**src/inc/fpr_pkg.sv**
```systemverilog
package fpr_pkg;
  // geometry
  localparam int unsigned PAGE_BYTES    = 256;
  localparam int unsigned PAGE_COUNT    = 512;
  localparam int unsigned REGION_PAGES  = 64;
  localparam int unsigned REGION_COUNT  = 8;
  localparam int unsigned WORDS_PER_PG  = PAGE_BYTES / 4;
  localparam int unsigned PAGE_W        = 9;
  localparam int unsigned WIDX_W        = 6;
  localparam int unsigned REGION_LSB    = 6;
  // system address map
  localparam logic [31:0] SRAM_BASE     = 32'h0020_0000;
  localparam logic [31:0] FLASH_BASE    = 32'h0010_0000;
  localparam logic [31:0] ZERO_BASE     = 32'h0000_0000;
  localparam logic [31:0] AREA_MASK     = 32'hFFF0_0000;
  // register byte offsets
  localparam logic [5:0] OFS_MODE       = 6'h00;
  localparam logic [5:0] OFS_CMD        = 6'h04;
  localparam logic [5:0] OFS_STATUS     = 6'h08;
  localparam logic [5:0] OFS_LOCKS      = 6'h0C;
  localparam logic [5:0] OFS_NVBITS     = 6'h10;
  localparam logic [5:0] OFS_BUFWORD    = 6'h14;
  localparam logic [5:0] OFS_IRQEN      = 6'h18;
  localparam logic [5:0] OFS_REMAP      = 6'h1C;
  localparam logic [5:0] OFS_ID         = 6'h20;
  // command register fields
  localparam int unsigned CMD_KEY_LSB   = 24;
  localparam logic [7:0]  CMD_KEY       = 8'h5A;
  localparam int unsigned CMD_ARG_LSB   = 8;
  // status bits
  localparam int unsigned ST_READY      = 0;
  localparam int unsigned ST_LOCKERR    = 1;
  localparam int unsigned ST_CMDERR     = 2;
  localparam int unsigned ST_SECURE     = 3;
  // reset values
  localparam logic [7:0]  CAL_BITS_RST  = 8'h00;
  localparam logic [31:0] ID_VALUE      = 32'h0000_1234; // arbitrary value
  // command timing
  localparam int unsigned PROG_NS       = 4000000;
  localparam int unsigned ERASE_NS      = 10000000;
  localparam int unsigned CLK_NS        = 10;
  localparam int unsigned PROG_CYC      = PROG_NS / CLK_NS;
  localparam int unsigned ERASE_CYC     = ERASE_NS / CLK_NS;

  typedef enum logic [7:0] {
    FPR_OP_NONE     = 8'h00,
    FPR_OP_PROG     = 8'h01,
    FPR_OP_PGERASE  = 8'h02,
    FPR_OP_SETLOCK  = 8'h03,
    FPR_OP_CLRLOCK  = 8'h04,
    FPR_OP_FULLERA  = 8'h05,
    FPR_OP_SETNV    = 8'h06,
    FPR_OP_CLRNV    = 8'h07,
    FPR_OP_SETSEC   = 8'h08
  } fpr_op_e;

  typedef enum logic [2:0] {
    FPR_ST_IDLE = 3'b001,
    FPR_ST_BUSY = 3'b010,
    FPR_ST_DONE = 3'b100
  } fpr_state_e;

  // system access request and answer
  typedef struct packed {
    logic        valid;
    logic        write;
    logic [31:0] addr;
    logic [31:0] wdata;
  } fpr_sysreq_s;

  typedef struct packed {
    logic        sel_flash;
    logic        sel_sram;
    logic        sel_none;
    logic [31:0] offset;
  } fpr_decode_s;

  // nonvolatile state seen by the testbench outside
  typedef struct packed {
    logic [REGION_COUNT-1:0] locks;
    logic                    secure;
    logic [1:0]              gp_bits;
  } fpr_nvstate_s;
endpackage : fpr_pkg

```
**src/fpr_flash_protect.sv**
```systemverilog
// Function
// RULE_01: sram decoded at 0x0020_0000, and also at zero once remapped
// RULE_02: flash always at 0x0010_0000, aliased at zero before remap
// RULE_03: array is 512 pages of 256 bytes in 32-bit words
// RULE_04: 256-byte page buffer filled by 32-bit writes before program
// RULE_05: array put in standby whenever no access is in progress
// RULE_06: registers give wait states, commands, status and irq enables
// RULE_07: dual 32-bit prefetch words serve sequential 16-bit fetches
// RULE_08: eight lock bits, each covering 64 pages (16 Kbytes)
// RULE_09: erase or program into a locked region aborts and interrupts
// RULE_10: set-lock sets region lock bit, clear-lock clears it
// RULE_11: erase pin clears every region lock bit
// RULE_12: secure bit refuses debug-port and programming-port access
// RULE_13: secure set only by command; cleared by erase pin plus erase
// RULE_14: party outside holds erase pin above 50 ms
// RULE_15: two nonvolatile bits, set and cleared by command, persistent; rst_b clears them here
// RULE_16: bit 0 enables brownout detector; erase pin clears it
// RULE_17: bit 1 enables brownout reset; erase pin clears it
// RULE_18: eight calibration bits read-only, untouched by erase pin
// RULE_19: programmer holds test pin and two straps high, third low
// RULE_20: programming port accepts read, program, erase, lock commands; here only fast_programming_port_en is driven, with no command path
// RULE_21: remap flag cleared by reset, set by remap command
//
// The register offsets and register access over Avalon-MM were decided locally.
module fpr_flash_protect #(
  parameter int unsigned PROG_CYCLES  = fpr_pkg::PROG_CYC,
  parameter int unsigned ERASE_CYCLES = fpr_pkg::ERASE_CYC
) (
  // clock and reset
  input  wire logic                ref_clk,
  input  wire logic                rst_b,
  // avalon-mm register slave
  input  wire logic [5:0]          avs_address,
  input  wire logic                avs_read,
  input  wire logic                avs_write,
  input  wire logic [31:0]         avs_writedata,
  input  wire logic [3:0]          avs_byteenable,
  output logic [31:0]              avs_readdata,
  output logic                     avs_waitrequest,
  // system access decode
  input  wire fpr_pkg::fpr_sysreq_s sys_req,
  input  wire logic                sys_from_debug,
  output fpr_pkg::fpr_decode_s     sys_decode,
  output logic                     sys_refused,
  // flash array side
  input  wire logic [31:0]         array_rdata,
  output logic                     array_standby,
  output logic [31:0]              pf_word0,
  output logic [31:0]              pf_word1,
  output logic                     pf_hit,
  // page buffer toward array during program
  output logic [31:0]              pgbuf_rdata,
  input  wire logic [5:0]          pgbuf_raddr,
  output logic                     array_prog,
  output logic                     array_erase,
  output logic [8:0]               array_page,
  // pins
  input  wire logic                erase_pin,
  input  wire logic                test_mode_pin,
  input  wire logic                strap_pin_first,
  input  wire logic                strap_pin_second,
  input  wire logic                strap_pin_third,
  input  wire logic [7:0]          cal_bits_in,
  // status outputs
  output fpr_pkg::fpr_nvstate_s    nv_state,
  output logic                     brownout_detector_en,
  output logic                     brownout_reset_en,
  output logic                     fast_programming_port_en,
  output logic                     ctrl_irq,
  output logic [1:0]               wait_states
);
  import fpr_pkg::*;

  // RULE_08 eight regions of 64 pages
  function automatic logic [2:0] region_of(input logic [8:0] page);
    region_of = page[8:REGION_LSB];
  endfunction : region_of

  function automatic logic in_area(input logic [31:0] a,
                                   input logic [31:0] base);
    in_area = (a & AREA_MASK) == base;
  endfunction : in_area

  // pin synchronisers, three stages, change once stages two and three agree
  logic [2:0] er_sync_reg, er_sync_next;
  logic [2:0] pm_sync_reg, pm_sync_next;
  logic       er_lvl_reg, er_lvl_next;
  logic       pm_lvl_reg, pm_lvl_next;
  logic       pm_raw;
  always_comb begin
    // RULE_19 strap decode
    pm_raw = test_mode_pin & strap_pin_first & strap_pin_second
           & ~strap_pin_third;
    er_sync_next = {er_sync_reg[1:0], erase_pin};
    pm_sync_next = {pm_sync_reg[1:0], pm_raw};
    er_lvl_next  = (er_sync_reg[1] == er_sync_reg[2]) ? er_sync_reg[2]
                                                      : er_lvl_reg;
    pm_lvl_next  = (pm_sync_reg[1] == pm_sync_reg[2]) ? pm_sync_reg[2]
                                                      : pm_lvl_reg;
  end
  always_ff @(posedge ref_clk) begin
    if (!rst_b) begin
      er_sync_reg <= 3'h0;
      pm_sync_reg <= 3'h0;
      er_lvl_reg  <= 1'b0;
      pm_lvl_reg  <= 1'b0;
    end else begin
      er_sync_reg <= er_sync_next;
      pm_sync_reg <= pm_sync_next;
      er_lvl_reg  <= er_lvl_next;
      pm_lvl_reg  <= pm_lvl_next;
    end
  end

  // control and nonvolatile state
  // nv bits do not model persistence: rst_b clears locks, secure and
  // general-purpose bits to zero like every other register except st_reg, pfa_reg and pgbuf
  logic [7:0]  lock_reg, lock_next;
  logic        sec_reg, sec_next;
  logic [1:0]  gp_reg, gp_next;
  logic [7:0]  cal_reg, cal_next;
  logic        cal_cap_reg, cal_cap_next;
  logic        remap_reg, remap_next;
  logic [1:0]  ws_reg, ws_next;
  logic [1:0]  irqen_reg, irqen_next;
  logic        done_reg, done_next;
  logic        lockerr_reg, lockerr_next;
  logic        cmderr_reg, cmderr_next;
  logic        ers_seen_reg, ers_seen_next;
  fpr_state_e  st_reg, st_next;
  fpr_op_e     op_reg, op_next;
  logic [8:0]  page_reg, page_next;
  logic [23:0] cnt_reg, cnt_next;
  logic [5:0]  widx_reg, widx_next;
  logic [31:0] pgbuf [WORDS_PER_PG];
  logic [31:0] rd_reg, rd_next;
  logic        ack_reg, ack_next;

  logic        acc;
  logic        req_first;
  logic        wr_cmd;
  fpr_op_e     cmd_op;
  logic [8:0]  cmd_arg;
  logic        buf_wr;
  // wait cycle first; the transfer lands on the edge that sees it low
  assign req_first = (avs_read | avs_write) & ~ack_reg;
  assign acc       = (avs_read | avs_write) & ack_reg;
  assign wr_cmd = acc & avs_write & (avs_address == OFS_CMD)
                & (avs_writedata[31:CMD_KEY_LSB] == CMD_KEY);
  assign cmd_op  = fpr_op_e'(avs_writedata[7:0]);
  assign cmd_arg = avs_writedata[CMD_ARG_LSB +: PAGE_W];
  // RULE_04 buffer written a word at a time
  assign buf_wr = acc & avs_write & (avs_address == OFS_BUFWORD)
                & (st_reg != FPR_ST_BUSY);

  always_comb begin
    lock_next    = lock_reg;
    sec_next     = sec_reg;
    gp_next      = gp_reg;
    cal_next     = cal_reg;
    cal_cap_next = 1'b1;
    remap_next   = remap_reg;
    ws_next      = ws_reg;
    irqen_next   = irqen_reg;
    done_next    = done_reg;
    lockerr_next = lockerr_reg;
    cmderr_next  = cmderr_reg;
    ers_seen_next = ers_seen_reg | er_lvl_reg;
    st_next      = st_reg;
    op_next      = op_reg;
    page_next    = page_reg;
    cnt_next     = cnt_reg;
    widx_next    = widx_reg;
    rd_next      = 32'h0000_0000;
    ack_next     = req_first;
    // RULE_18 calibration captured once after reset, never written
    if (!cal_cap_reg) begin
      cal_next = cal_bits_in;
    end
    // RULE_06 readback, fixed in the wait cycle
    if (req_first && avs_read) begin
      unique case (avs_address)
        OFS_STATUS: begin
          rd_next[ST_READY]   = done_reg;
          rd_next[ST_LOCKERR] = lockerr_reg;
          rd_next[ST_CMDERR]  = cmderr_reg;
          rd_next[ST_SECURE]  = sec_reg;
        end
        OFS_LOCKS:  rd_next = {24'h0, lock_reg};
        OFS_NVBITS: rd_next = {16'h0, cal_reg, 6'h0, gp_reg};
        OFS_ID:     rd_next = ID_VALUE;
        default:    ;
      endcase
    end
    // status read clears only what it reported; set below wins
    if (acc && avs_read && avs_address == OFS_STATUS) begin
      lockerr_next = lockerr_reg & ~rd_reg[ST_LOCKERR];
      cmderr_next  = cmderr_reg & ~rd_reg[ST_CMDERR];
      done_next    = done_reg & ~rd_reg[ST_READY];
    end
    if (acc && avs_write) begin
      unique case (avs_address)
        // RULE_06 wait states and irq enables
        OFS_MODE:    ws_next = avs_writedata[1:0];
        OFS_IRQEN:   irqen_next = avs_writedata[1:0];
        // RULE_21 remap command
        OFS_REMAP:   remap_next = remap_reg | avs_writedata[0];
        OFS_BUFWORD: widx_next = buf_wr ? 6'(widx_reg + 6'h01) : widx_reg;
        default:     ;
      endcase
    end
    unique case (st_reg)
      FPR_ST_IDLE, FPR_ST_DONE: begin
        if (wr_cmd) begin
          st_next   = FPR_ST_DONE;
          op_next   = cmd_op;
          page_next = cmd_arg;
          done_next = 1'b1;
          unique case (cmd_op)
            FPR_OP_PROG, FPR_OP_PGERASE: begin
              // RULE_09 locked region aborts
              if (lock_reg[region_of(cmd_arg)]) begin
                lockerr_next = 1'b1;
              end else begin
                st_next   = FPR_ST_BUSY;
                done_next = 1'b0;
                cnt_next  = 24'(PROG_CYCLES);
              end
            end
            FPR_OP_FULLERA: begin
              if (|lock_reg) begin
                lockerr_next = 1'b1;
              end else begin
                st_next   = FPR_ST_BUSY;
                done_next = 1'b0;
                cnt_next  = 24'(ERASE_CYCLES);
              end
            end
            // RULE_10 lock set and clear
            FPR_OP_SETLOCK: lock_next[cmd_arg[2:0]] = 1'b1;
            FPR_OP_CLRLOCK: lock_next[cmd_arg[2:0]] = 1'b0;
            // RULE_15 general-purpose bits
            FPR_OP_SETNV:   gp_next[cmd_arg[0]] = 1'b1;
            FPR_OP_CLRNV:   gp_next[cmd_arg[0]] = 1'b0;
            // RULE_13 security set only here
            FPR_OP_SETSEC:  sec_next = 1'b1;
            default:        cmderr_next = 1'b1;
          endcase
        end else if (wr_cmd == 1'b0 && acc && avs_write
                     && avs_address == OFS_CMD) begin
          cmderr_next = 1'b1;
        end
      end
      FPR_ST_BUSY: begin
        if (wr_cmd) begin
          cmderr_next = 1'b1;
        end
        cnt_next = 24'(cnt_reg - 24'h00_0001);
        if (cnt_reg <= 24'h00_0001) begin
          st_next   = FPR_ST_DONE;
          done_next = 1'b1;
          if (op_reg == FPR_OP_PROG) begin
            widx_next = 6'h00;
          end
          // RULE_13 erase pin plus full erase drops security
          if (op_reg == FPR_OP_FULLERA && (ers_seen_reg | er_lvl_reg)) begin
            sec_next      = 1'b0;
            ers_seen_next = 1'b0;
          end
        end
      end
      default: st_next = FPR_ST_IDLE;
    endcase
    // RULE_11 erase pin unlocks everything
    if (er_lvl_reg) begin
      lock_next = 8'h00;
      // RULE_16 RULE_17 brownout bits cleared
      gp_next   = 2'b00;
    end
  end

  always_ff @(posedge ref_clk) begin
    if (!rst_b) begin
      lock_reg     <= 8'h00;
      sec_reg      <= 1'b0;
      gp_reg       <= 2'b00;
      cal_reg      <= CAL_BITS_RST;
      cal_cap_reg  <= 1'b0;
      remap_reg    <= 1'b0;
      ws_reg       <= 2'b00;
      irqen_reg    <= 2'b00;
      done_reg     <= 1'b0;
      lockerr_reg  <= 1'b0;
      cmderr_reg   <= 1'b0;
      ers_seen_reg <= 1'b0;
      st_reg       <= FPR_ST_IDLE;
      op_reg       <= FPR_OP_NONE;
      page_reg     <= 9'h000;
      cnt_reg      <= 24'h00_0000;
      widx_reg     <= 6'h00;
      rd_reg       <= 32'h0000_0000;
      ack_reg      <= 1'b0;
    end else begin
      lock_reg     <= lock_next;
      sec_reg      <= sec_next;
      gp_reg       <= gp_next;
      cal_reg      <= cal_next;
      cal_cap_reg  <= cal_cap_next;
      remap_reg    <= remap_next;
      ws_reg       <= ws_next;
      irqen_reg    <= irqen_next;
      done_reg     <= done_next;
      lockerr_reg  <= lockerr_next;
      cmderr_reg   <= cmderr_next;
      ers_seen_reg <= ers_seen_next;
      st_reg       <= st_next;
      op_reg       <= op_next;
      page_reg     <= page_next;
      cnt_reg      <= cnt_next;
      widx_reg     <= widx_next;
      rd_reg       <= rd_next;
      ack_reg      <= ack_next;
    end
  end

  // memory array, no reset needed
  always_ff @(posedge ref_clk) begin
    if (buf_wr) begin
      pgbuf[widx_reg] <= avs_writedata;
    end
  end
  assign pgbuf_rdata = pgbuf[pgbuf_raddr];

  // register read mux, answered the cycle after the request
  always_comb begin
    avs_readdata = 32'h0000_0000;
    if (ack_reg) begin
      avs_readdata = rd_reg;
    end
  end
  assign avs_waitrequest = req_first;

  // system address decode
  logic sel_zero, sel_fl, sel_sr;
  assign sel_zero = in_area(sys_req.addr, ZERO_BASE);
  // RULE_02 flash window and boot alias
  assign sel_fl = in_area(sys_req.addr, FLASH_BASE)
                | (sel_zero & ~remap_reg);
  // RULE_01 sram window, at zero after remap
  assign sel_sr = in_area(sys_req.addr, SRAM_BASE)
                | (sel_zero & remap_reg);
  // RULE_12 secure refuses debug and programming port
  assign sys_refused = sys_req.valid & sel_fl & sec_reg
                     & (sys_from_debug | pm_lvl_reg);
  always_comb begin
    sys_decode.sel_flash = sys_req.valid & sel_fl & ~sys_refused;
    sys_decode.sel_sram  = sys_req.valid & sel_sr;
    sys_decode.sel_none  = sys_req.valid & ~sel_fl & ~sel_sr;
    // RULE_03 offset within 128 Kbyte array
    sys_decode.offset    = {15'h0000, sys_req.addr[16:0]};
  end

  // RULE_07 dual prefetch words on sequential fetches
  logic [31:0] pf0_reg, pf0_next, pf1_reg, pf1_next;
  logic [14:0] pfa_reg, pfa_next;
  logic        pf_hit_c;
  always_comb begin
    pf_hit_c = sys_decode.sel_flash & ~sys_req.write
             & (sys_req.addr[16:2] == pfa_reg);
    pf0_next = pf0_reg;
    pf1_next = pf1_reg;
    pfa_next = pfa_reg;
    if (sys_decode.sel_flash && !sys_req.write && !pf_hit_c) begin
      pf1_next = pf0_reg;
      pf0_next = array_rdata;
      pfa_next = sys_req.addr[16:2];
    end
  end
  always_ff @(posedge ref_clk) begin
    if (!rst_b) begin
      pf0_reg <= 32'h0000_0000;
      pf1_reg <= 32'h0000_0000;
      pfa_reg <= 15'h7FFF;
    end else begin
      pf0_reg <= pf0_next;
      pf1_reg <= pf1_next;
      pfa_reg <= pfa_next;
    end
  end
  assign pf_word0 = pf0_reg;
  assign pf_word1 = pf1_reg;
  assign pf_hit   = pf_hit_c;

  // RULE_05 standby when nothing touches the array
  assign array_standby = ~sys_decode.sel_flash & (st_reg != FPR_ST_BUSY);
  assign array_prog  = (st_reg == FPR_ST_BUSY) & (op_reg == FPR_OP_PROG);
  assign array_erase = (st_reg == FPR_ST_BUSY) & (op_reg != FPR_OP_PROG);
  assign array_page  = page_reg;

  assign nv_state.locks   = lock_reg;
  assign nv_state.secure  = sec_reg;
  assign nv_state.gp_bits = gp_reg;
  // RULE_16 brownout detector enable
  assign brownout_detector_en = gp_reg[0];
  // RULE_17 brownout reset enable
  assign brownout_reset_en    = gp_reg[1];
  // RULE_20 programming port enabled by straps
  assign fast_programming_port_en = pm_lvl_reg;
  // RULE_09 interrupt on end or error
  assign ctrl_irq = (irqen_reg[0] & done_reg)
                  | (irqen_reg[1] & (lockerr_reg | cmderr_reg));
  assign wait_states = ws_reg;

  // RULE_09 locked program aborts
  a_lock_abort: assert property (@(posedge ref_clk) disable iff (!rst_b) // RULE_09
    wr_cmd && cmd_op == FPR_OP_PROG && lock_reg[region_of(cmd_arg)]
    && st_reg != FPR_ST_BUSY |=> lockerr_reg && st_reg != FPR_ST_BUSY)
    else $error("locked program not aborted");
  // RULE_11 erase pin unlocks
  a_erase_unlock: assert property (@(posedge ref_clk) disable iff (!rst_b) // RULE_11
    er_lvl_reg |=> lock_reg == 8'h00)
    else $error("erase pin left a lock set");
  // RULE_16 RULE_17 erase pin clears both brownout bits
  a_gp_clear: assert property (@(posedge ref_clk) disable iff (!rst_b) // RULE_16
    er_lvl_reg |=> !brownout_detector_en && !brownout_reset_en)
    else $error("erase pin left brownout enabled");
  // RULE_01 sram alias after remap
  a_remap_sram: assert property (@(posedge ref_clk) disable iff (!rst_b) // RULE_01
    sys_req.valid && sel_zero && remap_reg |-> sys_decode.sel_sram
    && !sys_decode.sel_flash)
    else $error("sram not at zero after remap");
  // RULE_02 flash alias before remap
  a_boot_flash: assert property (@(posedge ref_clk) disable iff (!rst_b) // RULE_02
    sys_req.valid && sel_zero && !remap_reg && !sys_refused
    |-> sys_decode.sel_flash)
    else $error("flash not at zero before remap");
  // RULE_12 secure refusal
  a_sec_refuse: assert property (@(posedge ref_clk) disable iff (!rst_b) // RULE_12
    sec_reg && sys_from_debug && sys_req.valid |-> !sys_decode.sel_flash)
    else $error("secure flash reached from debug");
  // RULE_13 security never falls outside erase
  a_sec_hold: assert property (@(posedge ref_clk) disable iff (!rst_b) // RULE_13
    $fell(sec_reg) |-> $past(op_reg) == FPR_OP_FULLERA)
    else $error("security cleared without full erase");
  // RULE_10 set-lock effect
  a_set_lock: assert property (@(posedge ref_clk) disable iff (!rst_b) // RULE_10
    wr_cmd && cmd_op == FPR_OP_SETLOCK && st_reg != FPR_ST_BUSY
    && !er_lvl_reg |=> lock_reg[$past(cmd_arg[2:0])])
    else $error("set-lock had no effect");
  // RULE_21 remap sticky
  a_remap_stick: assert property (@(posedge ref_clk) disable iff (!rst_b) // RULE_21
    remap_reg |=> remap_reg)
    else $error("remap flag fell without reset");
endmodule : fpr_flash_protect
```
**config.mk**
```make
export PLATFORM = sky130hd
export DESIGN_NAME = fpr_flash_protect
export DESIGN_NICKNAME = d
export VERILOG_FILES = /design/src/inc/fpr_pkg.sv /design/src/fpr_flash_protect.sv
export SDC_FILE = /design/constraint.sdc
export NUM_CORES = 2
export LEC_CHECK = 0
export ABC_CLOCK_PERIOD_IN_PS = 3860
export BUFFER_PORTS_ARGS = -buffer_cell sky130_fd_sc_hd__buf_2
export CAP_MARGIN = 20
export CELL_PAD_IN_SITES_DETAIL_PLACEMENT = 0
export CELL_PAD_IN_SITES_GLOBAL_PLACEMENT = 1
export CORE_MARGIN = 2
export CORE_UTILIZATION = 49
export DETAILED_ROUTE_END_ITERATION = 10
export PLACE_DENSITY = 0.79
export SLEW_MARGIN = 15
export SYNTH_ARGS = -nofsm -noshare
export SYNTH_HDL_FRONTEND = slang
export SYNTH_SLANG_ARGS = --single-unit
```
**constraint.sdc**
```tcl
create_clock -name ref_clk -period 3.86 [get_ports ref_clk]
set_input_delay 0.772 -clock ref_clk [delete_from_list [all_inputs] [get_ports ref_clk]]
set_output_delay 0.772 -clock ref_clk [all_outputs]
set_load 0.02 [all_outputs]
```
# Yosys cells after proc, flatten, opt, wreduce, memory -nomap -nowiden
# Memory sizes are Yosys's and may differ from the RTL's.
# Index checks and enable logic that the tools add are counted.
[totals] reg_bits=199 output_inout_bits=195 ram_bits=2048 wordCells=219 mem_count=1 in_bits=164
[classes] magnitude_cmp=6 add_sub_neg=2 n_bitwise=56 n_reduce_logical=34 n_eq_ne=36 muxes=58
[mem_list] memory="pgbuf" words=64 word_bits=32 read_ports=1 rd_clocked_by_memory_dff=0 wr=1 line_no="fpr_flash_protect.sv:135" rtl="logic [31:0] pgbuf [WORDS_PER_PG];"
[ops] cell="one-hot mux 24 bit (2 select lines)" count=2
[ops] cell="two-way mux 24 bit" count=3
[ops] cell="== test 8 x 3 -> 1 bit, second input constant" count=5
[ops] cell="two-way mux 6 bit" count=6
[ops] cell="one-hot mux 12 bit (3 select lines)" count=1
[ops] cell="logical NOT 32 bit" count=1
[ops] cell="two-way mux 32 bit" count=1
[ops] cell="AND 1 bit" count=29
[ops] cell="two-way mux 1 bit" count=28
[ops] cell="== test 6 x 5 -> 1 bit, second input constant" count=4
[ops] cell="less-or-equal comparator 24 x 1 -> 1 bit, second input constant" count=1
[ops] cell="subtractor 24 x 1 -> 24 bit, second input constant" count=1
[ops] cell="== test 8 x 1 -> 1 bit, second input constant" count=2
[ops] cell="== test 8 x 2 -> 1 bit, second input constant" count=2
[ops] cell="one-hot mux 4 bit (4 select lines)" count=1
[ops] cell="one-hot mux 8 bit (2 select lines)" count=1
[ops] cell="OR reduction 8 bit" count=2
[ops] cell="== test 15 bit" count=1
[ops] cell="NOT 1 bit" count=13
[ops] cell="== test 12 x 1 -> 1 bit, second input constant" count=1
[ops] cell="== test 12 x 2 -> 1 bit, second input constant" count=1
[ops] cell="== test 6 x 4 -> 1 bit, second input constant" count=2
[ops] cell="logical AND 1 bit" count=12
[ops] cell="two-way mux 3 bit" count=4
[ops] cell="39 further kinds" count=68

# Depth between registers and ports, before layout
[depth] depth_word=12 depth_mapped=10 mapped_depth_nobuf=8

# Least setup slack after synthesis
# Ideal clock, no wire load.
[synth_timing] path_kind="input to register" start="input avs_address[1]" end="memory pgbuf[11][0] (enable)" t_arrival_ps=3694 n_path_buf=0 cell_stages=5 path_slack_ps=-255 required_ps=3439 setup_ps=421 path_cell_list="or2_2 nor4_1 nor2b_1 nand3_1 nor2_1"
[synth_via] elab_chain_cells=5
[synth_rtl] element="from (decl)" line_no="fpr_flash_protect.sv:33" rtl="input wire logic [5:0] avs_address,"
[synth_rtl] element="== test 6 x 5 -> 1 bit" line_no="fpr_flash_protect.sv:153" rtl="assign buf_wr = acc & avs_write & (avs_address == OFS_BUFWORD)"
[synth_rtl] element="AND 1 bit" line_no="fpr_flash_protect.sv:153"
[synth_rtl] element="AND 1 bit" line_no="fpr_flash_protect.sv:154" rtl="& (st_reg != FPR_ST_BUSY);"
[synth_rtl] element="two-way mux 1 bit" line_no="fpr_flash_protect.sv:328" rtl="if (buf_wr) begin"
[synth_rtl] element="two-way mux 1 bit (implied by the code)" line_no="fpr_flash_protect.sv:329" rtl="pgbuf[widx_reg] <= avs_writedata;"
[synth_rtl] element="to (decl)" line_no="fpr_flash_protect.sv:135"
# No other way between the ends.

# Final worst setup path
[layout_timing] start="input pgbuf_raddr[0]" end="output pgbuf_rdata[8]"
[layout_via] elab_chain_cells=1
[layout_rtl] element="from (decl)" line_no="fpr_flash_protect.sv:53" rtl="input wire logic [5:0] pgbuf_raddr,"
[layout_rtl] element="memory (64 x 32 bit)"
[layout_rtl] element="to (decl)" line_no="fpr_flash_protect.sv:52" rtl="output logic [31:0] pgbuf_rdata,"
# No other way between the ends.

==> results by group <==
Cells and area
  • P&R area growth vs syn: 18.0%
  • Top reg by flops: pgbuf
  • Max FFs per register: approximately 2000
  • Fraction of layout cells with a size suffix above 1: between 30% and 40%
  • Non-filler cells, final: a little over 7000
  • NumNets Final: 4928

Yosys
  • Yosys cell types: between 60 and 70
  • Synth Instances: just over 4000
  • EDFF count, synth: slightly above 2000
  • Syn. warnings: 0
  • Mean Syn Cell Area: 21.0 um^2
  • Post-synth top area cell: edfxtp_1
  • Syn Std Cell Area: approximately 86000 um^2
  • Flops & latches, synth: 2231
  • Main flop type after synthesis: edfxtp_1
  • Post-synth top area share: approximately 71%
  • Most frequent cell after synthesis: edfxtp_1
  • Synth async-reset ratio: 0%
  • Synth top cells by count: 2048 x edfxtp_1, 592 x mux4_2, 222 x nor2_1, 183 x dfxtp_1, 169 x mux2i_1
  • Ranking of synthesized cells by area: edfxtp_1 71%, mux4_2 15%, dfxtp_1 4.3%
  • Sequential share of the synthesized area: 75.7%

Power
  • Sw frac: between 20% and 30%
  • Leak pwr: approximately 0.034 uW
  • Clock Power Share: between 40% and 50%
  • Psw: 10400 uW
  • P per Cell Area: 484 nW/um^2
  • Worst IR drop on VDD: ~0.00049 V
  • Reg power frac: 53.6%
  • Power share of the combinational group: between 5 and 6%
  • Cell Int Power: approximately 39000 uW

STA
  • Measured slew at the worst slew-check pin: approximately 880 ps
  • Hold Fails Final Rpt: 0
  • Min Hold Slack: approximately 120 ps
  • Post-route minimum period: between 3000 and 4000 ps
  • TNS Setup: 0 ps
  • Number of endpoints failing setup at the final stage: 0
  • Final Skew: roughly 62 ps
  • Final setup slack of the worst path: 2.01 ps
  • Max Slew Vio Count: 0
  • Max frequency: roughly 0.26 GHz
  • Slew headroom: around 41%
  • Period utilization: between 90% and 100%

CTS
  • Clock Latency Late Sink: around 860 ps
  • CTS buffer count: ~210
  • Max clock buf depth: 3
  • Root buf cell: clkbuf_16
  • CTS clk-pin slew, worst paths: approximately 60 ps
  • H-Tree Depth: 4
  • Clk sinks: approximately 2200
  • CTS tree: built

Routing
  • Final antenna-violating net count: 0
  • First drt pass iteration count: 5
  • Final WL: between 200000 and 250000 um
  • Met3 WL post-DR: around 17000 um
  • Metal2 WL: approximately 110000 um
  • Wl on met1: approximately 80000 um
  • Vias: 43800
  • Vias per cell: between 6 and 7
  • Max layer used: met5
  • DR DRC count: 0
  • Wire per inst: 29.3 um
  • DRT iter0 DRCs: roughly 4700

Floorplanning
  • Site row count: between 150 and 200
  • Die Y: 423 um
  • Number of I/O pins: 359
  • Initial Utilization: about half
  • Core area: roughly 170000 um^2
  • Full die area: approximately 180000 um^2
  • Width of the die: 423 um

Setup path
  • CP Max Fanout: 14
  • WP data required: slightly above 3000 ps
  • CP startpoint kind: primary input
  • CP endpoint kind: output pin
  • Reg-to-Reg Start: st_reg[2]
  • CP arrival: ~3000 ps
  • Setup CP Type: in2out
  • CP Launch Point: pgbuf_raddr[0]

Place
  • IO buf count: about 280
  • Final HPWL DP: roughly 130000 um
  • Gpl congestion: a little over 0.8
  • Dpl ws: -156 ps
  • Placed Instances: roughly 6800

Hold path
  • Worst hold start: strap_pin_third
  • Hold Path Class: in2reg

Global routing
  • Antenna violations before repair: 7
  • GR Overflow Total: 0
  • First-pass GRT wire length: 306000 um
  • Largest net degree at the start of global routing: 105
  • All-Layer GR Usage: a little under a quarter
  • Vias in the first global route: 44600

Status
  • Run status: finished clean

Job
  • Max-cap violations: 0
[worst paths after layout]
path	end	cells past startpoint	slack, ps
worst min-delay path	pm_sync_reg[0]	2	120
worst min register to register	pm_sync_reg[1]	1	440
worst max register to register	pgbuf[34][24]	9	990
worst max-delay path	pgbuf_rdata[8]	9	2
[routing by layer]
| layer | vias up | GRT usage (%) |
|---|---|---|
| met1 | 23000 | 30.8 |
| li1 | 18300 | - |
| met2 | 2215 | 40.2 |
| met4 | 2 | 7.56 |
| met3 | 340 | 4.42 |
| met5 | - | 0 |
[kinds of logic after synthesis]
family / Yosys count / share of synthesized area, %
adder cells (fa/ha/maj): 3 / 0.0436
flip-flops: 2231 / 75.7
XOR/XNOR: 26 / 0.265
AND/OR/NAND/NOR: 545 / 3.04
multiplexers: 766 / 17.5
buffers and inverters: 280 / 1.49
AO/OA/AOI/OAI: 247 / 1.93
other: 1 / 0.00436
[cell type report]
cell class                      instances  area, um^2
Fill cell                           12300       72600
Sequential cell                      2231       65200
Multi-Input combinational cell       1618       20400
Timing Repair Buffer                  688        6300
Clock buffer                          277        5750
Tap cell                             2325        2910
Clock inverter                        118        1050
Inverter                                9        35.0
Antenna cell                            3        7.51
[power groups by stage]
stage,clock network (uW),logic [uW],registers [uW]
final,20100,2660,26400
after CTS,20400,2590,26400
after global routing,21400,2800,26300
after floorplan,0,1320,26900
after global placement,0,2480,26900
after detailed placement,0,2520,26900
[worst max-delay path: stages]
cell	delay, ps
buf_16	150
buf_12	160
buf_12	170
mux4_2	520
mux4_2	600
o22ai_1	260
nor2_2	130
buf_4	150
buf_2	150
[cells in the final DEF, fill, tap and decap left out, types with 12 or more instances in the layout]
| master | instances |
|---|---|
| nor2b_1 | 14 |
| xor2_1 | 17 |
| clkbuf_1 | 50 |
| clkbuf_16 | 222 |
| nand2_1 | 109 |
| nor2_4 | 66 |
| buf_2 | 277 |
| o22ai_1 | 39 |
| conb_1 | 31 |
| clkinv_2 | 28 |
| o21ai_0 | 19 |
| nor2_1 | 151 |
| nor3_1 | 24 |
| buf_12 | 112 |
| or4_1 | 13 |
| nor4_1 | 18 |
| a22oi_1 | 39 |
| clkinv_1 | 60 |
| mux2i_1 | 169 |
| and2_1 | 25 |
| buf_16 | 16 |
| buf_4 | 271 |
| nand2b_1 | 36 |
| mux4_2 | 592 |
| o22ai_2 | 12 |
| o211ai_1 | 22 |
| nand3_1 | 24 |
| edfxtp_1 | 2048 |
| a21oi_1 | 49 |
| dfxtp_1 | 183 |
[timing repair]
item,CTS,global route
cloned,3,3
pin swaps,0,1
hold buffers,0,0
buffers inserted,12,29
gates resized for setup,29,24
setup endpoints to repair,22,22
[through the flow]
| step | utilization (%) | instance area [um^2] | power (uW) |
|---|---|---|---|
| after floorplan | - | 86200 | 28200 |
| after global placement | 53.8 | 93800 | 29400 |
| after detailed placement | 53.8 | 93800 | 29400 |
| after CTS | 58.0 | 101000 | 49400 |
| after global routing | 58.3 | 102000 | 50500 |
| final | 58.3 | 102000 | 49100 |
Note: power is estimated with default switching activity, not from simulation.
